==> src/hw/adcsc_consts.vh <==
// constants for the converter configuration and control block
`ifndef ADCSC_CONSTS_VH
`define ADCSC_CONSTS_VH

// register addresses on the internal register port
`define ADCSC_ADDR_CFG 4'h8
`define ADCSC_ADDR_IEN 4'h9
`define ADCSC_ADDR_STAT 4'hA

// configuration word field positions
`define ADCSC_CFG_START 0
`define ADCSC_CFG_RESET 1
`define ADCSC_CFG_AZ 2
`define ADCSC_CFG_CAL 3
`define ADCSC_CFG_STBY 4
`define ADCSC_CFG_TAGMASK 5
`define ADCSC_CFG_AZEACH 6
`define ADCSC_CFG_SYNCDIR 7
`define ADCSC_CFG_SECT_LO 8
`define ADCSC_CFG_SECT_HI 9
`define ADCSC_CFG_TEST 10
`define ADCSC_CFG_DIAG 11
`define ADCSC_CFG_RESET_VAL 16'h0000
`define ADCSC_IEN_RESET_VAL 16'h0000

// interrupt status flag positions
`define ADCSC_FLG_LIMIT 0
`define ADCSC_FLG_PTR 1
`define ADCSC_FLG_FIFO 2
`define ADCSC_FLG_AZ 3
`define ADCSC_FLG_CAL 4
`define ADCSC_FLG_PAUSE 5
`define ADCSC_FLG_STBY 7

// timing
`define ADCSC_CLK_NS 50
`define ADCSC_RESET_HOLD_CYC 2
`define ADCSC_SHORT_CAL_CYC 76
`define ADCSC_FULL_CAL_CYC 4944
`define ADCSC_SETTLE_US 10000
`define ADCSC_SETTLE_CYC (`ADCSC_SETTLE_US * 1000 / `ADCSC_CLK_NS)

// diagnostic input codes
`define ADCSC_DIAG_NONE 3'h0
`define ADCSC_DIAG_REF 3'h1

`endif

==> src/hw/adcsc_tagger.v <==
// result word formatter: sign extension or channel tag in the top bits
`timescale 1ns/1ns
module adcsc_tagger (
  input wire i_clk,
  input wire i_rst,
  input wire i_valid,
  input wire [12:0] i_data,
  input wire [2:0] i_ptr,
  input wire i_mask,
  output reg o_valid,
  output reg [15:0] o_word
);

  always @(posedge i_clk or posedge i_rst) begin
    if (i_rst) begin
      o_valid <= 1'b0;
      o_word <= 16'h0000;
    end else begin
      o_valid <= i_valid;
      if (i_valid) begin
        if (i_mask) begin
          o_word <= {{3{i_data[12]}}, i_data};
        end else begin
          o_word <= {i_ptr, i_data};
        end
      end
    end
  end

endmodule

==> src/hw/adcsc_config.v <==
// global configuration, calibration, standby and interrupt control
`timescale 1ns/1ns
`include "adcsc_consts.vh"

module adcsc_config #(
  parameter FULL_CAL_CYC = `ADCSC_FULL_CAL_CYC,
  parameter SETTLE_CYC = `ADCSC_SETTLE_CYC,
  parameter CAL_W = 13,
  parameter SETTLE_W = 18
) (
  input wire i_clk,
  input wire i_rst,
  input wire i_reg_wr,
  input wire i_reg_rd,
  input wire [3:0] i_reg_addr,
  input wire [15:0] i_reg_wdata,
  output reg [15:0] o_reg_rdata,
  input wire i_instr_busy,
  input wire i_instr_done,
  input wire [2:0] i_next_ptr,
  input wire i_conv_busy,
  input wire i_conv_valid,
  input wire [12:0] i_conv_data,
  input wire [4:0] i_fifo_count,
  input wire i_evt_limit,
  input wire i_evt_fifo,
  input wire i_evt_pause,
  input wire [2:0] i_mux_code,
  input wire i_sync_pin,
  output reg o_sync_pin,
  output reg o_sync_oe_n,
  output reg o_conv_trig,
  output reg o_seq_run,
  output reg [2:0] o_instr_ptr,
  output reg o_cal_short,
  output reg o_cal_full,
  output reg o_az_each,
  output reg o_standby,
  output reg o_fifo_clear,
  output wire o_fifo_wr,
  output wire [15:0] o_fifo_word,
  output reg [1:0] o_ram_section,
  output reg o_test_mode,
  output reg o_diag_mode,
  output reg o_ref_connect,
  output reg o_mux_none,
  output reg o_int_n
);

  localparam [4:0] S_IDLE = 5'h01;
  localparam [4:0] S_RUN = 5'h02;
  localparam [4:0] S_DRAIN = 5'h04;
  localparam [4:0] S_CAL = 5'h08;
  localparam [4:0] S_STBY = 5'h10;
  localparam [31:0] SHORT_M1 = `ADCSC_SHORT_CAL_CYC - 1;
  localparam [31:0] FULL_M1 = FULL_CAL_CYC - 1;
  localparam [31:0] SETTLE_M1 = SETTLE_CYC - 1;
  localparam [31:0] RST_M1 = `ADCSC_RESET_HOLD_CYC - 1;
  localparam [CAL_W-1:0] SHORT_LOAD = SHORT_M1[CAL_W-1:0];
  localparam [CAL_W-1:0] FULL_LOAD = FULL_M1[CAL_W-1:0];
  localparam [SETTLE_W-1:0] SETTLE_LOAD = SETTLE_M1[SETTLE_W-1:0];
  localparam [1:0] RST_LOAD = RST_M1[1:0];

  function hit;
    input [3:0] addr;
    input [3:0] off;
    begin
      hit = (addr == off);
    end
  endfunction

  reg [4:0] state;
  reg [4:0] next_state;
  reg [15:0] cfg;
  reg [15:0] ien;
  reg [7:0] flags;
  reg [7:0] next_flags;
  reg [2:0] ptr;
  reg rst_field;
  reg [1:0] rst_cnt;
  reg cal_short;
  reg cal_full;
  reg cal_kind_full;
  reg [CAL_W-1:0] cal_cnt;
  reg resume;
  reg stop_req;
  reg settle_act;
  reg [SETTLE_W-1:0] settle_cnt;
  reg sync_ff1;
  reg sync_ff2;
  reg sync_prev;

  wire cfg_wr = i_reg_wr & hit(i_reg_addr, `ADCSC_ADDR_CFG);
  wire ien_wr = i_reg_wr & hit(i_reg_addr, `ADCSC_ADDR_IEN);
  wire stat_rd = i_reg_rd & hit(i_reg_addr, `ADCSC_ADDR_STAT);
  wire wr_start = cfg_wr & i_reg_wdata[`ADCSC_CFG_START];
  wire wr_stop = cfg_wr & ~i_reg_wdata[`ADCSC_CFG_START];
  wire standby = cfg[`ADCSC_CFG_STBY];
  wire stby_exit = cfg_wr & standby & ~i_reg_wdata[`ADCSC_CFG_STBY];
  wire stby_enter = cfg_wr & i_reg_wdata[`ADCSC_CFG_STBY];
  wire cal_done = state[3] & (cal_cnt == {CAL_W{1'b0}});
  wire cal_any = cal_short | cal_full;
  // a finished full run must hand over to a pending short one, not rerun itself
  wire pick_full = cal_full & ~(cal_done & cal_kind_full);
  wire running = state[1] | state[2] | (state[3] & resume);
  wire cal_load = (next_state == S_CAL) & (~state[3] | cal_done);
  wire settle_done = settle_act & (settle_cnt == {SETTLE_W{1'b0}});
  wire [15:0] cfg_view = {4'h0, cfg[11:4], cal_full, cal_short, rst_field, running};

  // sequencer control; standby wins, then system reset
  always @* begin
    next_state = state;
    case (state)
      S_IDLE: begin
        if (cal_any) begin
          next_state = S_CAL;
        end else if (wr_start) begin
          next_state = S_RUN;
        end
      end
      S_RUN: begin
        if (i_evt_pause) begin
          next_state = S_IDLE;
        end else if (wr_stop | cal_any) begin
          next_state = S_DRAIN;
        end
      end
      S_DRAIN: begin
        if (~i_instr_busy) begin
          if (cal_any) begin
            next_state = S_CAL;
          end else begin
            next_state = S_IDLE;
          end
        end
      end
      S_CAL: begin
        if (cal_done) begin
          if ((cal_kind_full & cal_short) | (~cal_kind_full & cal_full)) begin
            next_state = S_CAL;
          end else if (resume) begin
            next_state = S_RUN;
          end else begin
            next_state = S_IDLE;
          end
        end
      end
      S_STBY: begin
        next_state = S_STBY;
      end
      default: begin
        next_state = S_IDLE;
      end
    endcase
    if (standby & ~stby_exit) begin
      next_state = S_STBY;
    end else if (rst_field | (cfg_wr & i_reg_wdata[`ADCSC_CFG_RESET])) begin
      next_state = S_IDLE;
    end
  end

  always @(posedge i_clk or posedge i_rst) begin
    if (i_rst) begin
      state <= S_IDLE;
    end else begin
      state <= next_state;
    end
  end

  // reset field: power-up reset also passes through it
  always @(posedge i_clk or posedge i_rst) begin
    if (i_rst) begin
      rst_field <= 1'b1;
      rst_cnt <= RST_LOAD;
    end else if (stby_enter | (standby & ~stby_exit)) begin
      rst_field <= 1'b1;
      rst_cnt <= RST_LOAD;
    end else if (stby_exit | (cfg_wr & i_reg_wdata[`ADCSC_CFG_RESET])) begin
      rst_field <= 1'b1;
      rst_cnt <= RST_LOAD;
    end else if (rst_cnt != 2'h0) begin
      rst_cnt <= rst_cnt - 2'h1;
    end else begin
      rst_field <= 1'b0;
    end
  end

  // stored configuration and enables
  always @(posedge i_clk or posedge i_rst) begin
    if (i_rst) begin
      cfg <= `ADCSC_CFG_RESET_VAL;
      ien <= `ADCSC_IEN_RESET_VAL;
    end else begin
      if (cfg_wr) begin
        cfg <= {4'h0, i_reg_wdata[11:0]};
      end
      if (ien_wr) begin
        ien <= i_reg_wdata;
      end
    end
  end

  // calibration requests, deferred while an instruction is in flight
  always @(posedge i_clk or posedge i_rst) begin
    if (i_rst) begin
      cal_short <= 1'b0;
      cal_full <= 1'b0;
      cal_kind_full <= 1'b0;
      cal_cnt <= {CAL_W{1'b0}};
      resume <= 1'b0;
      stop_req <= 1'b0;
    end else if (rst_field | standby) begin
      cal_short <= 1'b0;
      cal_full <= 1'b0;
      resume <= 1'b0;
      stop_req <= 1'b0;
    end else begin
      if (cfg_wr & i_reg_wdata[`ADCSC_CFG_AZ]) begin
        cal_short <= 1'b1;
      end else if (cal_done & ~cal_kind_full) begin
        cal_short <= 1'b0;
      end
      if (cfg_wr & i_reg_wdata[`ADCSC_CFG_CAL]) begin
        cal_full <= 1'b1;
      end else if (cal_done & cal_kind_full) begin
        cal_full <= 1'b0;
      end
      if (cal_load) begin
        cal_kind_full <= pick_full;
        cal_cnt <= pick_full ? FULL_LOAD : SHORT_LOAD;
      end else if (state[3] & ~cal_done) begin
        cal_cnt <= cal_cnt - {{(CAL_W-1){1'b0}}, 1'b1};
      end
      if (state[2] & (next_state == S_CAL)) begin
        resume <= ~stop_req & ~wr_stop;
      end else if (state[3] & cfg_wr) begin
        resume <= i_reg_wdata[`ADCSC_CFG_START];
      end else if (~state[3]) begin
        resume <= 1'b0;
      end
      if ((state[1] | state[2]) & wr_stop) begin
        stop_req <= 1'b1;
      end else if (wr_start | state[0]) begin
        stop_req <= 1'b0;
      end
    end
  end

  // instruction pointer, held across stop and restart
  always @(posedge i_clk or posedge i_rst) begin
    if (i_rst) begin
      ptr <= 3'h0;
    end else if (rst_field) begin
      ptr <= 3'h0;
    end else if (i_instr_done) begin
      ptr <= i_next_ptr;
    end
  end

  // settling delay after standby; counter is long so simulation may shorten it
  always @(posedge i_clk or posedge i_rst) begin
    if (i_rst) begin
      settle_act <= 1'b0;
      settle_cnt <= {SETTLE_W{1'b0}};
    end else if (stby_exit) begin
      settle_act <= 1'b1;
      settle_cnt <= SETTLE_LOAD;
    end else if (settle_done | standby) begin
      settle_act <= 1'b0;
    end else if (settle_act) begin
      settle_cnt <= settle_cnt - {{(SETTLE_W-1){1'b0}}, 1'b1};
    end
  end

  // status flags: an event in the read cycle survives the read
  always @* begin
    next_flags = flags & ~{8{stat_rd}};
    next_flags[`ADCSC_FLG_LIMIT] = next_flags[`ADCSC_FLG_LIMIT] | i_evt_limit;
    next_flags[`ADCSC_FLG_PTR] = next_flags[`ADCSC_FLG_PTR] | (i_instr_done & (i_next_ptr == ien[10:8]));
    next_flags[`ADCSC_FLG_FIFO] = next_flags[`ADCSC_FLG_FIFO] | i_evt_fifo;
    next_flags[`ADCSC_FLG_AZ] = next_flags[`ADCSC_FLG_AZ] | (cal_done & ~cal_kind_full);
    next_flags[`ADCSC_FLG_CAL] = next_flags[`ADCSC_FLG_CAL] | (cal_done & cal_kind_full);
    next_flags[`ADCSC_FLG_PAUSE] = next_flags[`ADCSC_FLG_PAUSE] | (state[1] & i_evt_pause);
    next_flags[6] = 1'b0;
    next_flags[`ADCSC_FLG_STBY] = next_flags[`ADCSC_FLG_STBY] | settle_done;
    if (rst_field) begin
      next_flags = 8'h00;
    end
  end

  always @(posedge i_clk or posedge i_rst) begin
    if (i_rst) begin
      flags <= 8'h00;
      o_int_n <= 1'b1;
    end else begin
      flags <= next_flags;
      o_int_n <= ~|(next_flags & ien[7:0]);
    end
  end

  // trigger pin: two flops before the edge detector
  always @(posedge i_clk or posedge i_rst) begin
    if (i_rst) begin
      sync_ff1 <= 1'b0;
      sync_ff2 <= 1'b0;
      sync_prev <= 1'b0;
      o_conv_trig <= 1'b0;
      o_sync_pin <= 1'b0;
      o_sync_oe_n <= 1'b1;
    end else begin
      sync_ff1 <= i_sync_pin;
      sync_ff2 <= sync_ff1;
      sync_prev <= sync_ff2;
      o_conv_trig <= ~cfg[`ADCSC_CFG_SYNCDIR] & sync_ff2 & ~sync_prev;
      o_sync_pin <= cfg[`ADCSC_CFG_SYNCDIR] & i_conv_busy;
      o_sync_oe_n <= ~cfg[`ADCSC_CFG_SYNCDIR];
    end
  end

  // control outputs toward sequencer, analog and multiplexer
  always @(posedge i_clk or posedge i_rst) begin
    if (i_rst) begin
      o_seq_run <= 1'b0;
      o_instr_ptr <= 3'h0;
      o_cal_short <= 1'b0;
      o_cal_full <= 1'b0;
      o_az_each <= 1'b0;
      o_standby <= 1'b0;
      o_fifo_clear <= 1'b1;
      o_ram_section <= 2'h0;
      o_test_mode <= 1'b0;
      o_diag_mode <= 1'b0;
      o_ref_connect <= 1'b0;
      o_mux_none <= 1'b0;
    end else begin
      o_seq_run <= (next_state == S_RUN);
      o_instr_ptr <= ptr;
      o_cal_short <= (next_state == S_CAL) & ~(cal_load ? pick_full : cal_kind_full);
      o_cal_full <= (next_state == S_CAL) & (cal_load ? pick_full : cal_kind_full);
      o_az_each <= cfg[`ADCSC_CFG_AZEACH];
      o_standby <= standby;
      o_fifo_clear <= rst_field;
      o_ram_section <= cfg[`ADCSC_CFG_SECT_HI:`ADCSC_CFG_SECT_LO];
      o_test_mode <= cfg[`ADCSC_CFG_TEST];
      o_diag_mode <= cfg[`ADCSC_CFG_DIAG];
      o_ref_connect <= cfg[`ADCSC_CFG_DIAG] & (i_mux_code == `ADCSC_DIAG_REF);
      o_mux_none <= cfg[`ADCSC_CFG_DIAG] & (i_mux_code == `ADCSC_DIAG_NONE);
    end
  end

  // register read port; unmapped addresses read zero
  always @(posedge i_clk or posedge i_rst) begin
    if (i_rst) begin
      o_reg_rdata <= 16'h0000;
    end else if (i_reg_rd) begin
      if (hit(i_reg_addr, `ADCSC_ADDR_CFG)) begin
        o_reg_rdata <= cfg_view;
      end else if (hit(i_reg_addr, `ADCSC_ADDR_IEN)) begin
        o_reg_rdata <= ien;
      end else if (stat_rd) begin
        o_reg_rdata <= {i_fifo_count, ptr, flags};
      end else begin
        o_reg_rdata <= 16'h0000;
      end
    end
  end

  adcsc_tagger u_tagger (
    .i_clk(i_clk),
    .i_rst(i_rst),
    .i_valid(i_conv_valid),
    .i_data(i_conv_data),
    .i_ptr(ptr),
    .i_mask(cfg[`ADCSC_CFG_TAGMASK]),
    .o_valid(o_fifo_wr),
    .o_word(o_fifo_word)
  );

endmodule

==> config.mk <==
export PLATFORM = sky130hd
export DESIGN_NAME = adcsc_config
export DESIGN_NICKNAME = d
export VERILOG_FILES = /design/src/hw/adcsc_tagger.v /design/src/hw/adcsc_config.v
export VERILOG_INCLUDE_DIRS = /design/src /design/src/hw
export SDC_FILE = /design/constraint.sdc
export NUM_CORES = 1
export LEC_CHECK = 0
export BUFFER_PORTS_ARGS = -buffer_cell sky130_fd_sc_hd__buf_2
export CORE_AREA = 2 2 114 116
export DETAILED_ROUTE_END_ITERATION = 7
export DIE_AREA = 0 0 116 118
export PLACE_DENSITY = 0.74
export SYNTH_ARGS = -nofsm -noshare
export SYNTH_HDL_FRONTEND = slang
export SYNTH_HIERARCHICAL = 1
export SYNTH_SLANG_ARGS = --single-unit
==> constraint.sdc <==
create_clock -name i_clk -period 10.3 [get_ports i_clk]
set_input_delay 2.06 -clock i_clk [delete_from_list [all_inputs] [get_ports i_clk]]
set_output_delay 2.06 -clock i_clk [all_outputs]
set_load 0.05 [all_outputs]
==> After elaboration in Yosys (flattened, before gate mapping) <==
Cells that the tools add are included.
{ "totals": {"ff_bits": 139, "output_inout_bits": 52, "word_cells": 188} }
{ "classes": {"addsub": 3, "n_eq_ne": 15, "muxes": 47, "n_bitwise": 70, "n_reduce_logical": 16} }
{ "op_table": {"columns": ["cell", "count"], "rows": [
  ["16-bit 2-to-1 mux", 4],
  ["18-bit 2-to-1 mux", 3],
  ["5-bit 2-to-1 mux", 8],
  ["13-bit 2-to-1 mux", 3],
  ["1-bit AND", 35],
  ["5-bit one-hot mux with 5 select lines", 1],
  ["1-bit 2-to-1 mux", 19],
  ["1-bit OR", 19],
  ["18-bit logical NOT", 1],
  ["18-bit by 1-bit subtractor with 18-bit output (second input constant)", 1],
  ["8-bit AND", 2],
  ["13-bit logical NOT", 1],
  ["1-bit inverter", 13],
  ["13-bit by 1-bit subtractor with 13-bit output (second input constant)", 1],
  ["4-bit == test (second input constant)", 3],
  ["3-bit nonzero test", 4],
  ["5-bit by 2-bit == test with 1-bit output (second input constant)", 2],
  ["5-bit by 4-bit == test with 1-bit output (second input constant)", 2],
  ["2-bit nonzero test", 5],
  ["2-bit 2-to-1 mux", 4],
  ["4-bit 2-to-1 mux", 2],
  ["8-bit 2-to-1 mux", 1],
  ["8-bit inverter", 1],
  ["8-bit OR reduction", 1],
  ["13 further kinds", 15]
]} }

==> Longest topological paths before layout <==
Gate-level depths: netlist (run 1).
{ "logic_depth": {"word_depth": 14, "mapped_depth": 8, "mapped_depth_nobuf": 8} }

==> By module <==
Netlist (run 1), hierarchy kept.
{ "by_module_without_submodules": {"columns": ["mod", "instances", "cells_per_inst", "area_per_inst_um2"], "rows": [
  ["adcsc_config", 1, 525, 5447.7],
  ["adcsc_tagger", 1, 42, 678.2]
]} }

==> Worst setup path before layout (run 1) <==
Ideal clock, no wire load.
{ "synth_timing": {"path_kind": "input -> register", "startpoint": "input port i_reg_addr[0]", "endpoint": "register cal_cnt[2]", "setup_ns": 0.069, "t_arrival_ns": 3.607, "path_slack_ns": 6.625, "path_stages": 6, "n_path_buf": 0, "path_cell_list": "nor4b_4 a31oi_1 a211oi_2 o21ai_2 or3_1 nand3_1"} }
{ "synth_via": {"elab_chain_len": 13, "word_cells_on_any_way": 23, "classes_between": "2 x eq/ne; 8 x mux; 11 x bitwise; 2 x reduce/logical"} }
{ "synth_lines": {"columns": ["element", "line", "rtl"], "rows": [
  ["start: declaration", "adcsc_config.v:15", "input wire [3:0] i_reg_addr,"],
  ["4-bit == test (*)", "adcsc_config.v:68", "hit = (addr == off);"],
  ["1-bit AND (*)", "adcsc_config.v:93", "wire cfg_wr = i_reg_wr & hit(i_reg_addr, `ADCSC_ADDR_CFG);"],
  ["1-bit AND", "adcsc_config.v:97", "wire wr_stop = cfg_wr & ~i_reg_wdata[`ADCSC_CFG_START];"],
  ["1-bit OR", "adcsc_config.v:124", "end else if (wr_stop | cal_any) begin"],
  ["5-bit 2-to-1 mux", "adcsc_config.v:124", null],
  ["5-bit 2-to-1 mux", "adcsc_config.v:122", "if (i_evt_pause) begin"],
  ["5-bit one-hot mux with 5 select lines", "adcsc_config.v:113", "case (state)"],
  ["5-bit 2-to-1 mux", "adcsc_config.v:157", "end else if (rst_field | (cfg_wr & i_reg_wdata[`ADCSC_CFG_RESET])) begin"],
  ["5-bit 2-to-1 mux (*)", "adcsc_config.v:155", "if (standby & ~stby_exit) begin"],
  ["5-bit by 4-bit == test with 1-bit output (*)", "adcsc_config.v:106", "wire cal_load = (next_state == S_CAL) & (~state[3] | cal_done);"],
  ["1-bit AND (*)", "adcsc_config.v:106", null],
  ["2-bit nonzero test (no line)", null, null],
  ["2-bit AND reduction (no line)", null, null],
  ["end signal: assignment", "adcsc_config.v:209", "cal_cnt <= {CAL_W{1'b0}};"],
  ["end signal: assignment", "adcsc_config.v:230", "cal_cnt <= pick_full ? FULL_LOAD : SHORT_LOAD;"],
  ["end signal: assignment", "adcsc_config.v:232", "cal_cnt <= cal_cnt - {{(CAL_W-1){1'b0}}, 1'b1};"],
  ["end: declaration", "adcsc_config.v:84", "reg [CAL_W-1:0] cal_cnt;"]
]} }
Every way passes the cells marked *; elsewhere a longest branch is shown, timed or not.
A chain may end at the register's enable or synchronous reset.

==> Final worst setup path (run 1) <==
{ "layout_timing": {"startpoint": "input port i_reg_addr[0]", "endpoint": "register state[2]"} }
{ "layout_via": {"elab_chain_len": 9, "word_cells_on_any_way": 18, "classes_between": "1 x eq/ne; 7 x mux; 10 x bitwise"} }
{ "layout_lines": {"columns": ["element", "line", "rtl"], "rows": [
  ["4-bit == test (*)", "adcsc_config.v:68", null],
  ["1-bit AND (*)", "adcsc_config.v:93", null],
  ["1-bit AND", "adcsc_config.v:97", null],
  ["1-bit OR", "adcsc_config.v:124", null],
  ["5-bit 2-to-1 mux", "adcsc_config.v:124", null],
  ["5-bit 2-to-1 mux", "adcsc_config.v:122", null],
  ["5-bit one-hot mux with 5 select lines", "adcsc_config.v:113", null],
  ["5-bit 2-to-1 mux", "adcsc_config.v:157", null],
  ["5-bit 2-to-1 mux (*)", "adcsc_config.v:155", null],
  ["via next_state[2]", "adcsc_config.v:73", "reg [4:0] next_state;"],
  ["end signal: assignment", "adcsc_config.v:166", "state <= next_state;"],
  ["end: declaration", "adcsc_config.v:72", "reg [4:0] state;"]
]} }
Mark *: on every way through the listed nets, which the timed path passes. The rest lies on a longest branch.

==> results of run 1 <==
==> final timing paths <==
kind | slack (ps) | cells after the start | start | to
setup reg to reg | 7470 | 6 | state[3] | cal_cnt[7]
setup / recovery | 5950 | 7 | i_reg_addr[0] | state[2]
min in group asynchronous | 1660 | 2 | i_rst | o_ref_connect
max in group asynchronous | 7280 | 3 | i_rst | cal_cnt[7]
hold reg to reg | 380 | 0 | sync_ff2 | sync_prev
hold / removal | 380 | 0 | sync_ff2 | sync_prev
==> synth_stat cells (5+ instances only) <==
master / number
nor2_1: 51
inv_1: 21
clkbuf_1: 19
a21oi_1: 36
or3_1: 5
o21ai_0: 18
and2_1: 7
a22oi_1: 9
dfstp_2: 6
nor3b_1: 5
mux2_2: 25
xnor2_1: 13
a222oi_1: 10
nor2b_1: 7
o21ai_1: 5
a311oi_1: 5
nor3_1: 26
dfrtp_1: 128
mux2i_1: 6
a31oi_1: 11
nand2_1: 58
nand3_1: 13
nor4_1: 5
==> per-layer routing <==
layer,track usage [%],share of wire (%)
met5,0,0
met4,6.70,1.6
met3,6.18,6.3
met2,35.8,50
met1,28.8,42
==> cells by family (layout without fill, tap and decap cells) <==
logic type | count (synthesis) | count (layout) | share of synthesized area, %
AND/OR/NAND/NOR | 209 | 209 | 18.1
buffers and inverters | 45 | 163 | 3.29
XOR/XNOR | 17 | 17 | 2.43
adder cells (fa/ha/maj) | 4 | 4 | 0.817
AO/OA/AOI/OAI | 123 | 123 | 14.0
multiplexers | 35 | 35 | 6.56
flip-flops | 134 | 134 | 54.9
==> power breakdown <==
part	internal, mW	leakage, nW	switching [mW]
logic	0.0923	1.31	0.188
registers	0.604	1.63	0.0703
clock network	0.362	0.276	0.225
==> area by class of cell <==
cell class | instances | area share [%]
well taps | 172 | 2.93
repair buffers | 110 | 7.59
inverters | 21 | 1.11
multi-input cells | 388 | 34.9
clock inverters | 12 | 1.75
flip-flops and latches | 134 | 45.7
clock buffers | 20 | 6.07
==> per-stage QoR <==
| step | instances | hold WS, ps | setup slack, ps | power, mW |
|---|---|---|---|---|
| after floorplan | 567 | 331 | 5150 | 0.877 |
| after global placement | 825 | 339 | 5640 | 0.947 |
| after detailed placement | 825 | 337 | 5570 | 0.957 |
| after CTS | 857 | 378 | 5980 | 1.54 |
| after global routing | 857 | 393 | 5740 | 1.61 |
| final | 857 | 385 | 5950 | 1.54 |
==> flip-flops by register name (all words and copies together), names as in the netlist, 3 cells and up <==
signal / flops
settle_cnt: 18
ien: 16
o_reg_rdata: 16
u_tagger/o_word: 16
cal_cnt: 13
cfg: 8
flags: 7
state: 5
o_instr_ptr: 3
ptr: 3
==> impl_metrics.env, run 1 <==
export IMPL_setup_viol=0
export IMPL_cp_start_kind="input pin"
export IMPL_utilization_pct=59.2
export IMPL_end_kind="register"
export IMPL_crit_chain="buf_2, nor4b_4, and2_0, nand2_1, and3_1, a221oi_1, nor3b_1"
export IMPL_cts_tree="done"
export IMPL_slew_headroom_pct=26.8
export IMPL_synth_nets=627
export IMPL_cp_top_family="simple AND/OR/NAND/NOR gates"
export IMPL_clock_latency_ps=420
export IMPL_worst_pin_slew_ps=1090
export IMPL_power_static_leakage_nw=3.22
export IMPL_setup_tns_ps=0
export IMPL_post_cts_setup_buffers=0
export IMPL_wire_per_inst_um=16.9
export IMPL_synth_async_reset_ratio_pct=100
export IMPL_mostFrequentLayoutCells="128 x dfrtp_1, 107 x buf_2, 58 x nand2_1"
export IMPL_num_rows=41
export IMPL_path_max_fanout=18
export IMPL_hold_violations=0
export IMPL_grt_pass1_vias=4804
export IMPL_synthTopCellsByArea="dfrtp_1 52%, mux2_2 4.6%, nand2_1 3.6%"
export IMPL_seq_area_sq_um=3360
export IMPL_cp_required_ps=10580
export IMPL_start_util_pct=49.3
export IMPL_period_share_pct=42.2
export IMPL_critPathMaxStageDelay_ps=840
export IMPL_status="complete, no violations"
export IMPL_multi_input_area_sq_um=2560
export IMPL_avgSynthCellArea_sq_um=10.8
export IMPL_path_buf_inv=1
export IMPL_crit_arrival_ps=4630
export IMPL_die_area_sq_um=13700
export IMPL_cts_made_buffers=17
export IMPL_drt_pass1_iter_count=5
export IMPL_synth_top_area_share_pct=52.3
export IMPL_portBuffers=107
export IMPL_hpwl_um=9810
export IMPL_die_h_um=118
export IMPL_final_min_clock_period_ps=4350
export IMPL_yosys_area_top_type="dfrtp_1"
export IMPL_max_freq_mhz=230
export IMPL_synth_area_sq_um=6130
export IMPL_place_congestion=0.878
export IMPL_grt_pass1_wl_um=23800
export IMPL_netlist_instances=567
export IMPL_slew_violations=0
export IMPL_fillers=1027
export IMPL_ys_ff_latch=134
export IMPL_seq_area_frac_synth_pct=54.9
export IMPL_hp_class="reg2reg"
export IMPL_critPathSlowestCell="nor4b_4"
export IMPL_place_area_sq_um=6780
export IMPL_drt_iter0_drc=432
export IMPL_clock_skew_ps=4.91
export IMPL_clockBufferDepth=2
export IMPL_holdBufCountCts=0
export IMPL_synthDistinctLibCells=64
export IMPL_n_antenna_cell=0
export IMPL_synth_flop_cell="dfrtp_1"
export IMPL_grt_setup_unrepaired="false"
export IMPL_criticalPathCategory="in2reg"
export IMPL_fin_area_sq_um=7350
export IMPL_ios=108
export IMPL_final_layout_size_suffix_gt1_share_pct=28.2
export IMPL_cts_root_buf="clkbuf_16"
export IMPL_ys_warn_count=6
export IMPL_routed_via_count=4861
export IMPL_maxCapViolations=0
export IMPL_postRouteAntennaNets=0
export IMPL_areaGrowthSynthToFinish_pct=20.1
export IMPL_core_area_sq_um=12400
export IMPL_wirelength_um=14500
export IMPL_drc=0
export IMPL_die_w_um=116
export IMPL_grt_overflow=0
export IMPL_htreeDepth=4
export IMPL_cts_resized=0
export IMPL_final_common_cell="dfrtp_1"
export IMPL_synth_edf_count=0
export IMPL_nets=732
export IMPL_cts_num_sinks=134
export IMPL_viasPerCell=5.67
export IMPL_grt_usage_pct=22.1
export IMPL_antenna_found_initial=0
export IMPL_ir_drop_mv=0.138
export IMPL_grt_max_degree=83
export IMPL_p_per_area_nw_per_um2=209
export IMPL_clk_pin_slew_ps=60
Note: power is estimated with default switching activity, not from simulation.
==> run 2: changes to the inputs <==
- ABC_AREA: not set -> 1
- CORE_AREA: 2 2 114 116 -> 2 2 116 118
- DIE_AREA: 0 0 116 118 -> 0 0 118 120
- PLACE_DENSITY: 0.74 -> 0.73
- clock period: 10.3 -> 4.2 ns (I/O delays scaled with it)
==> run 2 against run 1 <==
  * Via count rose by 10%
  * Count of clock-buffer cells in the layout fell by 3
  * Area after synthesis rose by 3.3%
  * Routed wire length fell by 0.73%
  * Synthesized cell count rose by 32%
  * Critical path type unchanged
  * Critical endpoint is now cal_cnt[8]
==> impl_metrics.env, run 2 <==
export IMPL_status="complete, no violations"
export IMPL_largest_reg_flops=18
export IMPL_cts_num_sinks=134
export IMPL_cts_resized=0
export IMPL_mostFrequentLayoutCells="220 x nand2_1, 128 x dfrtp_1, 107 x buf_2"
export IMPL_grt_pass1_vias=5024
export IMPL_pwr_share_seq_pct=42.7
export IMPL_largest_register="settle_cnt"
export IMPL_path_max_fanout=19
export IMPL_rr_worst_depth=12
export IMPL_ir_drop_mv=0.272
export IMPL_yosys_area_top_type="dfrtp_1"
export IMPL_hp_class="reg2reg"
export IMPL_p_per_area_nw_per_um2=495
export IMPL_routed_via_count=5368
export IMPL_period_share_pct=66.1
export IMPL_portBuffers=107
export IMPL_synth_xor_area_share_pct=2.49
export IMPL_clock_latency_ps=420
export IMPL_num_rows=42
export IMPL_avgSynthCellArea_sq_um=8.45
export IMPL_htreeDepth=4
export IMPL_hold_path_end="sync_ff2"
export IMPL_max_freq_mhz=360
export IMPL_die_w_um=118
export IMPL_clockBufferDepth=2
export IMPL_switching_share_pct=32.2
export IMPL_cp_required_ps=4560
export IMPL_synthSimpleGateAreaFrac_pct=26.6
export IMPL_crit_arrival_ps=3130
export IMPL_utilization_pct=58.5
export IMPL_synth_flop_cell="dfrtp_1"
export IMPL_maxCapViolations=0
export IMPL_final_min_clock_period_ps=2780
export IMPL_setup_viol=0
export IMPL_criticalPathCategory="in2reg"
export IMPL_seq_area_frac_synth_pct=53.1
export IMPL_power_static_leakage_nw=4.03
export IMPL_setup_tns_ps=0
export IMPL_synth_async_reset_ratio_pct=100
export IMPL_place_congestion=0.916
export IMPL_antenna_found_initial=0
export IMPL_synthDistinctLibCells=41
export IMPL_cp_start_kind="input pin"
export IMPL_die_area_sq_um=14200
export IMPL_netlist_instances=749
export IMPL_holdBufCountCts=0
export IMPL_critPathLaunch="i_reg_addr[2]"
export IMPL_drt_iter0_drc=451
export IMPL_nets=921
export IMPL_synth_adder_area_share_pct=0.791
export IMPL_synthTopCellsByArea="dfrtp_1 51%, nand2_1 13%, inv_1 4.6%"
export IMPL_grt_setup_unrepaired="false"
export IMPL_slew_violations=0
export IMPL_r2r_start="settle_cnt[0]"
export IMPL_reg2reg_slack_ps=1960
export IMPL_p_sw_mw=1.21
export IMPL_synth_top_cells_by_count="220 x nand2_1, 128 x dfrtp_1, 78 x inv_1"
export IMPL_slew_headroom_pct=51.2
export IMPL_start_util_pct=48.8
export IMPL_rr_endpoint="settle_cnt[0]"
export IMPL_synth_nets=809
export IMPL_hpwl_um=10200
export IMPL_synth_compound_area_share_pct=8.84
export IMPL_wire_per_inst_um=13.7
export IMPL_internal_power_mw=2.55
export IMPL_synth_top_area_share_pct=50.6
export IMPL_pwr_share_comb_pct=18.8
export IMPL_worstHoldPathCells=0
export IMPL_final_layout_size_suffix_gt1_share_pct=21.7
export IMPL_drt_pass1_iter_count=5
export IMPL_ys_ff_latch=134
export IMPL_synth_area_sq_um=6330
export IMPL_post_place_cells=1018
export IMPL_final_common_cell="nand2_1"
export IMPL_synth_most_common_cell="nand2_1"
export IMPL_die_h_um=120
export IMPL_areaGrowthSynthToFinish_pct=19.9
export IMPL_drc=0
export IMPL_grt_pass1_wl_um=24400
export IMPL_cts_made_buffers=17
export IMPL_clkPwrFrac_pct=38.4
export IMPL_grt_overflow=0
export IMPL_post_cts_setup_buffers=0
export IMPL_synth_edf_count=0
export IMPL_synth_top_family_by_area="simple AND/OR/NAND/NOR gates"
export IMPL_hold_violations=0
export IMPL_clock_skew_ps=8.13
export IMPL_synthMuxAreaShare_pct=1.25
export IMPL_viasPerCell=5.11
export IMPL_ys_warn_count=6
export IMPL_core_area_sq_um=13000
export IMPL_clk_pin_slew_ps=60
export IMPL_postRouteAntennaNets=0
export IMPL_cts_tree="done"
export IMPL_cts_root_buf="clkbuf_16"
export IMPL_ios=108
export IMPL_wirelength_um=14400
export IMPL_hp_start="sync_ff1"
export IMPL_hold_ws_ps=348
export IMPL_end_kind="register"
export IMPL_worst_pin_slew_ps=732
export IMPL_n_antenna_cell=0
export IMPL_fin_cells=1050
export IMPL_grt_usage_pct=21.6
export IMPL_grt_max_degree=60
run 2: cell count changes after synthesis, sizes merged, moves of 13 or more:
cell | previous run | this run
nor2 | 51 | 83
o21ai | 24 | 47
nor3 | 26 | 13
a21oi | 37 | 21
inv | 21 | 84
nand4 | 4 | 19
nand3 | 13 | 37
mux2 | 29 | 7
nand2 | 58 | 231
run 2: cells by family after synthesis:
| group | count (synthesis) |
|---|---|
| and+or+nand+nor | 389 |
| xor gates and xnor gates | 18 |
| muxes | 7 |
| DFF | 134 |
| buffers and inverters | 102 |
| AOI/OAI and AO/OA | 95 |
| adders and majority gates | 4 |
run 2: how the worst max path moves through the flow:
stage          slack, ps     endpoint  depth (start not counted)
2_1_floorplan        270   cal_cnt[0]                          1
3_5_place_dp        1010  cal_cnt[12]                         14
3_3_place_gp        1140  cal_cnt[12]                         14
4_1_cts             1410   cal_cnt[8]                         14
5_1_grt             1150   cal_cnt[8]                         13
6_report            1420   cal_cnt[8]                         14
run 2: per-layer routing:
layer  up-vias  global-route usage [%]  share of wire, %
li1       2644                       -                 -
met1      2493                    28.9                45
met2       201                    34.5                47
met3        30                    4.85               5.9
met4         0                    8.43               2.3
met5         -                       0                 0
run 2: worst max-delay path, stage by stage:
cell      delay [ps]
buf_2            100
nor2_2           450
nand3_4          300
clkinv_2         170
nand3_2          230
nand2_2          160
inv_2             80
nor2_8           170
nand2_4           80
nand2_2           80
nand2_4          150
inv_2            170
nand2_1           70
nand2_1           60
run 2: stage by stage:
stage / total power, mW / area (sq um) / setup WS, ps
CTS: 3.79 / 7590 / 1410
detailed placement: 2.33 / 7010 / 1010
global placement: 2.31 / 7010 / 1140
floorplan: 2.13 / 6330 / 269
finish: 3.76 / 7590 / 1420
global route: 3.95 / 7590 / 1150
run 2: final cells by class:
type	count	area [sq um]
Fill cell	1133	5390
Sequential cell	134	3360
Multi-Input combinational cell	513	2530
Timing Repair Buffer	110	571
Clock buffer	17	425
Inverter	85	328
Tap cell	176	220
Clock inverter	15	155
run 2: power groups by stage:
stage                     Clock, mW  Combinational, mW  Sequential [mW]
final                          1.45              0.708             1.61
after global routing           1.54              0.780             1.63
after CTS                      1.47              0.712             1.60
after detailed placement          0              0.708             1.62
after global placement            0              0.692             1.62
after floorplan                   0              0.337             1.80
